[config.mk]
export PLATFORM = sky130hd
export DESIGN_NAME = tcoc_top
export DESIGN_NICKNAME = d
export VERILOG_FILES = /design/src/rtl/tcoc_pkg.sv /design/src/rtl/tcoc_cfg_if.sv /design/src/rtl/tcoc_sync2.sv /design/src/rtl/tcoc_engine.sv /design/src/rtl/tcoc_top.sv
export SDC_FILE = /design/constraint.sdc
export NUM_CORES = 1
export LEC_CHECK = 0
export ABC_AREA = 1
export BUFFER_PORTS_ARGS = -buffer_cell sky130_fd_sc_hd__buf_2
export CAP_MARGIN = 10
export CORE_MARGIN = 2
export CORE_UTILIZATION = 49
export DETAILED_ROUTE_END_ITERATION = 7
export GPL_TIMING_DRIVEN = 0
export HOLD_SLACK_MARGIN = 0.02
export PLACE_DENSITY = 0.84
export SKIP_CTS_REPAIR_TIMING = 1
export SLEW_MARGIN = 20
export SYNTH_ARGS = -nofsm -noshare
export SYNTH_HDL_FRONTEND = slang
export SYNTH_SLANG_ARGS = --single-unit
[constraint.sdc]
create_clock -name mclk -period 2.26 [get_ports mclk]
set_clock_uncertainty 0.1 [all_clocks]
set_input_delay 0.452 -clock mclk [delete_from_list [all_inputs] [get_ports mclk]]
set_output_delay 0.452 -clock mclk [all_outputs]
set_load 0.01 [all_outputs]
[src/rtl/tcoc_pkg.sv]
package tcoc_pkg;

  // ****************************************
  // Register offsets
  // ****************************************
  localparam logic [3:0] OFS_CHAN_CTRL     = 4'h0;
  localparam logic [3:0] OFS_COMPARE_VALUE = 4'h1;
  localparam logic [3:0] OFS_STATUS        = 4'h2;

  // ****************************************
  // Field positions in channel control
  // ****************************************
  localparam int POS_MODE_SEL    = 0;
  localparam int POS_FAST_EN     = 2;
  localparam int POS_SHADOW_EN   = 3;
  localparam int POS_CMP_CTL     = 4;
  localparam int POS_CLEAR_EN    = 7;

  // ****************************************
  // Reset values and codes
  // ****************************************
  localparam logic [7:0]  RST_CHAN_CTRL = 8'h00;
  localparam logic [1:0]  PROTECTION_LEVEL_LOCKED   = 2'h3;
  localparam logic [1:0]  MS_OUTPUT     = 2'h0;
  localparam logic [1:0]  MS_OWN        = 2'h1;
  localparam logic [1:0]  MS_NEIGHBOUR  = 2'h2;
  localparam logic [1:0]  MS_INTERNAL   = 2'h3;

  typedef enum logic [2:0] {
    CMP_TIMING     = 3'b000,
    CMP_SET        = 3'b001,
    CMP_CLEAR      = 3'b010,
    CMP_TOGGLE     = 3'b011,
    CMP_FORCE_LOW  = 3'b100,
    CMP_FORCE_HIGH = 3'b101,
    CMP_PWM0       = 3'b110,
    CMP_PWM1       = 3'b111
  } tcoc_cmp_mode_t;

endpackage

[src/rtl/tcoc_cfg_if.sv]
`timescale 1ns/1ps
// Configuration and compare value from register file to engine
interface tcoc_cfg_if #(parameter int CW = 16);
  import tcoc_pkg::*;
  tcoc_cmp_mode_t cmp_mode;
  logic           clear_en;
  logic           fast_en;
  logic [CW-1:0]  active_cmp;
  logic           out_mode;
  modport regs (output cmp_mode, clear_en, fast_en, active_cmp, out_mode);
  modport eng  (input  cmp_mode, clear_en, fast_en, active_cmp, out_mode);
endinterface

[src/rtl/tcoc_sync2.sv]
`timescale 1ns/1ps
// Two-flop synchroniser, one per bit
module tcoc_sync2 #(
  parameter int W = 1
) (
  input  wire logic         mclk,
  input  wire logic         srst,
  input  wire logic         ce,
  input  wire logic [W-1:0] din,
  output logic      [W-1:0] dout
);
  logic [W-1:0] meta_ff;

  // ****************************************
  // Sync stages
  // ****************************************
  genvar i;
  for (i = 0; i < W; i++) begin : g_bit
    always_ff @(posedge mclk) begin
      if (srst) begin
        meta_ff[i] <= 1'b0;
        dout[i]    <= 1'b0;
      end else if (ce) begin
        meta_ff[i] <= din[i];
        dout[i]    <= meta_ff[i];
      end
    end
  end
endmodule

[src/rtl/tcoc_engine.sv]
`timescale 1ns/1ps
// Output prepare generation from compare modes
module tcoc_engine #(
  parameter int CW = 16
) (
  input  wire logic          mclk,
  input  wire logic          srst,
  input  wire logic          ce,
  tcoc_cfg_if.eng            cfg,
  input  wire logic [CW-1:0] counter_value,
  input  wire logic          count_down,
  input  wire logic          ext_trig_sync,
  input  wire logic          trig_edge,
  output logic               prep_ff
);
  import tcoc_pkg::*;

  logic match;
  logic below;
  logic above;
  logic pwm_raw;
  logic pwm_lvl;
  logic is_pwm;
  logic nxt_prep;
  logic raw_prev_ff;
  logic timing_prev_ff;

  // ****************************************
  // Compare on kernel clock
  // ****************************************
  assign match  = (counter_value == cfg.active_cmp);
  assign below  = (counter_value <  cfg.active_cmp);
  assign above  = (counter_value >  cfg.active_cmp);
  assign is_pwm = (cfg.cmp_mode == CMP_PWM0) || (cfg.cmp_mode == CMP_PWM1);

  // Raw PWM level from the comparison in the current direction
  always_comb begin
    if (cfg.cmp_mode == CMP_PWM0) begin
      pwm_raw = count_down ? !above : below;
    end else begin
      pwm_raw = count_down ? above : !below;
    end
  end

  // Level moves on entry from timing, on a new result or on a fast edge
  always_comb begin
    pwm_lvl = prep_ff;
    if (timing_prev_ff || (pwm_raw != raw_prev_ff)) begin
      pwm_lvl = pwm_raw;
    end
    if (cfg.fast_en && is_pwm && trig_edge) begin
      pwm_lvl = (cfg.cmp_mode == CMP_PWM1);
    end
  end

  // Previous comparison result and previous mode, so a forced level sticks
  always_ff @(posedge mclk) begin
    if (srst) begin
      raw_prev_ff    <= 1'b0;
      timing_prev_ff <= 1'b1;
    end else if (ce) begin
      raw_prev_ff    <= pwm_raw;
      timing_prev_ff <= (cfg.cmp_mode == CMP_TIMING);
    end
  end

  // Next output prepare level
  always_comb begin
    nxt_prep = prep_ff;
    case (cfg.cmp_mode)
      CMP_TIMING:     nxt_prep = prep_ff;
      CMP_SET:        if (match) nxt_prep = 1'b1;
      CMP_CLEAR:      if (match) nxt_prep = 1'b0;
      CMP_TOGGLE:     if (match) nxt_prep = !prep_ff;
      CMP_FORCE_LOW:  nxt_prep = 1'b0;
      CMP_FORCE_HIGH: nxt_prep = 1'b1;
      CMP_PWM0,
      CMP_PWM1:       nxt_prep = pwm_lvl;
      default:        nxt_prep = prep_ff;
    endcase
    if (cfg.clear_en && ext_trig_sync) begin
      nxt_prep = 1'b0;
    end
    if (!cfg.out_mode) begin
      nxt_prep = prep_ff;
    end
  end

  // Output prepare register
  always_ff @(posedge mclk) begin
    if (srst) begin
      prep_ff <= 1'b0;
    end else if (ce) begin
      prep_ff <= nxt_prep;
    end
  end

endmodule

[src/rtl/tcoc_top.sv]
`timescale 1ns/1ps
// Timer channel 0 output compare and mode selection
module tcoc_top #(
  parameter int CW = 16
) (
  input  wire logic          mclk,
  input  wire logic          srst,
  input  wire logic          ce,
  input  wire logic [3:0]    reg_addr,
  input  wire logic [31:0]   reg_wdata,
  input  wire logic          reg_wr,
  input  wire logic          reg_rd,
  output logic      [31:0]   reg_rdata,
  input  wire logic [CW-1:0] counter_value,
  input  wire logic          count_down,
  input  wire logic          update_event,
  input  wire logic          channel_enable_bit,
  input  wire logic [1:0]    protection_level,
  input  wire logic          main_output_polarity,
  input  wire logic          complementary_output_polarity,
  input  wire logic          filtered_external_trigger,
  input  wire logic          trigger_input,
  input  wire logic          own_filtered_input,
  input  wire logic          neighbour_filtered_input,
  input  wire logic          internal_trigger_signal,
  output logic               output_prepare_signal,
  output logic               channel_main_output,
  output logic               channel_complementary_output,
  output logic               channel_input_selected,
  output logic               channel_is_output
);
  import tcoc_pkg::*;

  tcoc_cfg_if #(.CW(CW)) cfg_bus ();

  logic [2:0]    cmp_ctl_ff;
  logic          shadow_en_ff;
  logic          fast_en_ff;
  logic          clear_en_ff;
  logic [1:0]    mode_sel_ff;
  logic [CW-1:0] cmp_wr_ff;
  logic [CW-1:0] cmp_act_ff;
  logic [CW-1:0] nxt_cmp_act;
  logic [31:0]   nxt_rdata;
  logic [31:0]   reg_rdata_ff;
  logic          locked;
  logic          wr_ctrl;
  logic          wr_cmp;
  logic          prep;
  logic          trig_prev_ff;
  logic          trig_edge;
  logic          sel_ff;
  logic          nxt_sel;
  logic [4:0]    sync_in;
  logic [4:0]    sync_out;

  // ****************************************
  // Pin synchronisers
  // ****************************************
  assign sync_in = {filtered_external_trigger, trigger_input, own_filtered_input,
                    neighbour_filtered_input, internal_trigger_signal};

  tcoc_sync2 #(.W(5)) u_sync (
    .mclk (mclk),
    .srst (srst),
    .ce   (ce),
    .din  (sync_in),
    .dout (sync_out)
  );

  // Trigger rising edge after synchroniser
  always_ff @(posedge mclk) begin
    if (srst) begin
      trig_prev_ff <= 1'b0;
    end else if (ce) begin
      trig_prev_ff <= sync_out[3];
    end
  end
  assign trig_edge = sync_out[3] && !trig_prev_ff;

  // ****************************************
  // Register writes
  // ****************************************
  assign wr_ctrl = reg_wr && (reg_addr == OFS_CHAN_CTRL);
  assign wr_cmp  = reg_wr && (reg_addr == OFS_COMPARE_VALUE);
  assign locked  = (protection_level == PROTECTION_LEVEL_LOCKED) && (mode_sel_ff == MS_OUTPUT);

  // Compare control and shadow enable, frozen when locked
  always_ff @(posedge mclk) begin
    if (srst) begin
      cmp_ctl_ff   <= RST_CHAN_CTRL[POS_CMP_CTL +: 3];
      shadow_en_ff <= RST_CHAN_CTRL[POS_SHADOW_EN];
    end else if (ce && wr_ctrl && !locked) begin
      cmp_ctl_ff   <= reg_wdata[POS_CMP_CTL +: 3];
      shadow_en_ff <= reg_wdata[POS_SHADOW_EN];
    end
  end

  // Fast and clear enables
  always_ff @(posedge mclk) begin
    if (srst) begin
      fast_en_ff  <= RST_CHAN_CTRL[POS_FAST_EN];
      clear_en_ff <= RST_CHAN_CTRL[POS_CLEAR_EN];
    end else if (ce && wr_ctrl) begin
      fast_en_ff  <= reg_wdata[POS_FAST_EN];
      clear_en_ff <= reg_wdata[POS_CLEAR_EN];
    end
  end

  // Mode select, writable only with channel disabled
  always_ff @(posedge mclk) begin
    if (srst) begin
      mode_sel_ff <= RST_CHAN_CTRL[POS_MODE_SEL +: 2];
    end else if (ce && wr_ctrl && !channel_enable_bit) begin
      mode_sel_ff <= reg_wdata[POS_MODE_SEL +: 2];
    end
  end

  // ****************************************
  // Compare value and shadow
  // ****************************************
  always_ff @(posedge mclk) begin
    if (srst) begin
      cmp_wr_ff <= '0;
    end else if (ce && wr_cmp) begin
      cmp_wr_ff <= reg_wdata[CW-1:0];
    end
  end

  // Active compare: at update if shadowed, else at once
  always_comb begin
    nxt_cmp_act = cmp_act_ff;
    if (!shadow_en_ff && wr_cmp) begin
      nxt_cmp_act = reg_wdata[CW-1:0];
    end else if (!shadow_en_ff) begin
      nxt_cmp_act = cmp_wr_ff;
    end else if (update_event) begin
      nxt_cmp_act = cmp_wr_ff;
    end
  end

  always_ff @(posedge mclk) begin
    if (srst) begin
      cmp_act_ff <= '0;
    end else if (ce) begin
      cmp_act_ff <= nxt_cmp_act;
    end
  end

  // ****************************************
  // Engine
  // ****************************************
  assign cfg_bus.cmp_mode   = tcoc_cmp_mode_t'(cmp_ctl_ff);
  assign cfg_bus.clear_en   = clear_en_ff;
  assign cfg_bus.fast_en    = fast_en_ff;
  assign cfg_bus.active_cmp = cmp_act_ff;
  assign cfg_bus.out_mode   = (mode_sel_ff == MS_OUTPUT);

  tcoc_engine #(.CW(CW)) u_eng (
    .mclk          (mclk),
    .srst          (srst),
    .ce            (ce),
    .cfg           (cfg_bus),
    .counter_value (counter_value),
    .count_down    (count_down),
    .ext_trig_sync (sync_out[4]),
    .trig_edge     (trig_edge),
    .prep_ff       (prep)
  );

  // ****************************************
  // Outputs and input selection
  // ****************************************
  assign output_prepare_signal        = prep;
  assign channel_main_output          = prep ^ main_output_polarity;
  assign channel_complementary_output = !prep ^ complementary_output_polarity;
  assign channel_is_output            = (mode_sel_ff == MS_OUTPUT);

  // Input source mux
  always_comb begin
    case (mode_sel_ff)
      MS_OWN:       nxt_sel = sync_out[2];
      MS_NEIGHBOUR: nxt_sel = sync_out[1];
      MS_INTERNAL:  nxt_sel = sync_out[0];
      default:      nxt_sel = 1'b0;
    endcase
  end

  always_ff @(posedge mclk) begin
    if (srst) begin
      sel_ff <= 1'b0;
    end else if (ce) begin
      sel_ff <= nxt_sel;
    end
  end
  assign channel_input_selected = sel_ff;

  // ****************************************
  // Register read
  // ****************************************
  always_comb begin
    nxt_rdata = 32'h0000_0000;
    case (reg_addr)
      OFS_CHAN_CTRL: begin
        nxt_rdata[POS_MODE_SEL +: 2] = mode_sel_ff;
        nxt_rdata[POS_FAST_EN]       = fast_en_ff;
        nxt_rdata[POS_SHADOW_EN]     = shadow_en_ff;
        nxt_rdata[POS_CMP_CTL +: 3]  = cmp_ctl_ff;
        nxt_rdata[POS_CLEAR_EN]      = clear_en_ff;
      end
      OFS_COMPARE_VALUE: nxt_rdata[CW-1:0] = cmp_wr_ff;
      OFS_STATUS: begin
        nxt_rdata[0] = prep;
        nxt_rdata[1] = sel_ff;
      end
      default: nxt_rdata = 32'h0000_0000;
    endcase
  end

  always_ff @(posedge mclk) begin
    if (srst) begin
      reg_rdata_ff <= 32'h0000_0000;
    end else if (ce) begin
      reg_rdata_ff <= reg_rd ? nxt_rdata : 32'h0000_0000;
    end
  end
  assign reg_rdata = reg_rdata_ff;
endmodule

==> results.ini <==
[floorplan]
io_pins=106
floorplan.initialDensity_pct=51.3
die_y_um=89.0
die-width_um=89.0
design.die.area_um2=7930
core.rowCount=30
core_um2=6910

[route]
wire_per_inst_um=13.3
totalWireLength_um=9010
first_iter_violations=202
num_vias=3453
viasPerCell=5.12
ant_nets=0
drt_drc_violations_left=0
first_pass_iters=6

[setup_path]
ff2ff_setup_slack_ps=200
path_delay_family=simple AND/OR/NAND/NOR gates
critical_path.startpoint_type=flop
cp_cell_sequence=inv_1 -> ha_1 -> nand2_1 -> nor2_1 -> nand4_1 -> nor2_2 -> nand2_1 -> nand2_1 -> nand2_1 -> nand3_1 -> nand3_1 -> nand2_1 -> nand2_1 -> nand2_1 -> nor2_1
critical-path-max-stage-delay_ps=340
worstPathRequired_ps=2410
crit_type=flop to flop
crit_end=u_eng.prep_ff$_SDFFE_PP0P_
r2r-end=u_eng.prep_ff$_SDFFE_PP0P_
critical_path.startpoint=cfg_bus.active_cmp[7]$_SDFFE_PP0P_
cpMostUsedCell=nand2_1
reg2reg_depth=15
path_depth=15
end_kind=flop
r2r-start=cfg_bus.active_cmp[7]$_SDFFE_PP0P_
cp_max_fo=3
crit_arrival_ps=2210
cp_slowest_cell=dfxtp_1
cp_num_buf_inv=1

[global_routing]
grt_usage_pct=23.8
grt_pass1_wl_um=14400
grt_pass1_vias=3188
grt_overflow_total=0
antenna_found_initial=0
grt_max_degree=13

[pwr]
power.static_leakage_nw=1.97
peakVddDrop_uv=323
power_density_nw_per_um2=664

[clock_network]
cts_tree=done
numCtsBuffers=9
insertion_delay_ps=350
clkTransAtPathRegs_ps=80
clockBufferDepth=2
cts_root_buf=clkbuf_8
clock_sinks=71
htree_num_levels=3

[cells_and_area]
final_cell_area_um2=4340
antennaDiodeCount=0
fin_nets=659
n_fill_cell=645
synthToLayoutAreaGrowth_pct=22.4
drive_above_1_share_pct=21.6
final_cell_count_no_fill=675

[sta]
drv_slew=0
timing.fmax_mhz=486
finalCriticalPeriod_ps=2060
rsz0062_at_grt=no
setup_viol=0
hold_viol=0
whs_ps=222
period_share_pct=91.1
setup_slack_ps=201

[logic_synthesis]
async_flop_share_pct=0
synth_edf_count=0
syn_inst=475
ys.flop_type=dfxtp_1
ys_seq_elements=71
synth_area_um2=3540
ys_warn_count=0
synth_seq_area_share_pct=40.1
postSynthAreaPerCell_um2=7.46
ys_types=32

[worst_hold_path]
holdCritPathClass=primary input to flop

[place]
post-place-ws_ps=-50.3
gp_congestion=0.870
dp_hpwl_um=6910
numPortBuffers=72
placed_area_um2=4080
dpl.cell_count=658

[job]
drv_cap=0

[outcome]
status=completed

[worst min-delay path by stage]
| stage | to | from | cells after the start | slack [ps] |
|---|---|---|---|---|
| final | u_sync.meta_ff[2]$_SDFFE_PP0P_ | own_filtered_input | 3 | 220 |
| after global routing | u_sync.meta_ff[2]$_SDFFE_PP0P_ | own_filtered_input | 3 | 210 |
| after CTS | u_sync.meta_ff[2]$_SDFFE_PP0P_ | own_filtered_input | 3 | 210 |
| after detailed placement | reg_rdata[11]$_SDFFE_PP0P_ | reg_rdata[11]$_SDFFE_PP0P_ | 2 | 360 |
| after global placement | reg_rdata[11]$_SDFFE_PP0P_ | reg_rdata[11]$_SDFFE_PP0P_ | 2 | 350 |
| after floorplan | reg_rdata[10]$_SDFFE_PP0P_ | cmp_wr_ff[10]$_SDFFE_PP0P_ | 2 | 340 |
[worst reg2reg max path, cell delays in order (launching register included)]
cell and delay [ps]:
dfxtp_1 340, inv_1 50, ha_1 280, nand2_1 70
nor2_1 150, nand4_1 120, nor2_2 140, nand2_1 100
nand2_1 100, nand2_1 80, nand3_1 80, nand3_1 60
nand2_1 100, nand2_1 60, nand2_1 70, nor2_1 50
[metrics by stage]
step / utilization [%] / power [mW] / setup TNS [ps]
final: 62.8 / 2.88 / 0
after global routing: 62.8 / 2.99 / 0
after floorplan: - / 1.54 / 0
after CTS: 62.6 / 2.89 / 0
after detailed placement: 59.1 / 1.66 / -50.3
after global placement: 59.1 / 1.65 / 0
[synthesized netlist by cell type, types with 2 or more instances]
master,n,share of area [%]
o211ai_1,33,7.0
inv_1,69,7.3
dfxtp_1,71,40
buf_2,2,0.28
inv_2,4,0.42
nor4_1,2,0.35
nand4_1,3,0.53
o21ai_0,39,5.5
a21oi_1,48,6.8
a32oi_1,6,1.5
o221ai_1,2,0.49
clkbuf_1,15,1.6
nor2_2,3,0.53
buf_4,18,3.8
nand3_1,14,2.0
nor2_1,42,4.4
ha_1,16,5.6
buf_6,2,0.64
nand2_1,73,7.7
[metal layers]
layer  routed length (um)  GRT usage, %  vias to the layer above
met5                    0             0                        -
met4                  206          8.28                        0
met3                  598          6.19                       20
met2                 4380          41.5                      114
met1                 3830          28.6                     1582
li1                     -             -                     1737
[cell usage in the layout (no fill, tap or decap)]
cell,instances
inv_2,4
a32oi_1,6
xnor2_1,1
a21oi_1,48
buf_1,1
nor3_4,1
clkbuf_1,15
bufinv_16,3
nor3_2,1
buf_6,2
clkinv_1,1
nand3_1,14
a41oi_1,1
clkinv_2,2
nand2_1,73
nand4_1,3
xor2_1,1
nor2_4,1
nor4_1,2
dfxtp_1,71
o31ai_1,1
o221ai_1,2
o21ai_0,39
buf_2,74
buf_4,19
inv_1,69
conb_1,16
o211ai_1,33
nor2_1,41
or2_2,1
a21o_2,1
ha_1,16
clkinvlp_4,1
clkbuf_8,10
nor2_2,4
a31oi_4,1
[registers in the layout (all words and copies together) (netlist names)]
name / flops
trig_prev_ff: 1
cfg_bus.active_cmp: 16
reg_rdata: 16
cfg_bus.clear_en: 1
shadow_en_ff: 1
u_eng.prep_ff: 1
cfg_bus.fast_en: 1
u_eng.raw_prev_ff: 1
u_sync.dout: 5
cfg_bus.cmp_mode: 3
mode_sel_ff: 2
u_sync.meta_ff: 5
cmp_wr_ff: 16
channel_input_selected: 1
u_eng.timing_prev_ff: 1
[cell type report]
cell class	instances	area, um^2	share of cell area, %
plain buffers	38	228	5.25
clock buffers	10	138	3.17
well taps	96	120	2.77
repair buffers	73	368	8.48
flip-flops and latches	71	1420	32.8
clock inverters	6	108	2.48
multi-input cells	307	1680	38.6
inverters	74	278	6.41
[cell families (layout without fill, tap and decap cells)]
logic type	count (synthesis)	after routing	synth area share, %
adder cells (fa/ha/maj)	16	16	5.65
AO/OA/AOI/OAI	132	132	22.6
flip-flops	71	71	40.1
other	1	16	0.106
AND/OR/NAND/NOR	141	141	16.8
buffers and inverters	112	201	14.3
XOR/XNOR	2	2	0.494
[power breakdown]
group          total, mW  internal, mW  switching [mW]
sequential          1.31          1.29          0.0214
clock               1.24         0.759           0.484
combinational      0.326         0.135           0.191
total               2.88          2.18           0.696
(Power assumes the default switching activity.)
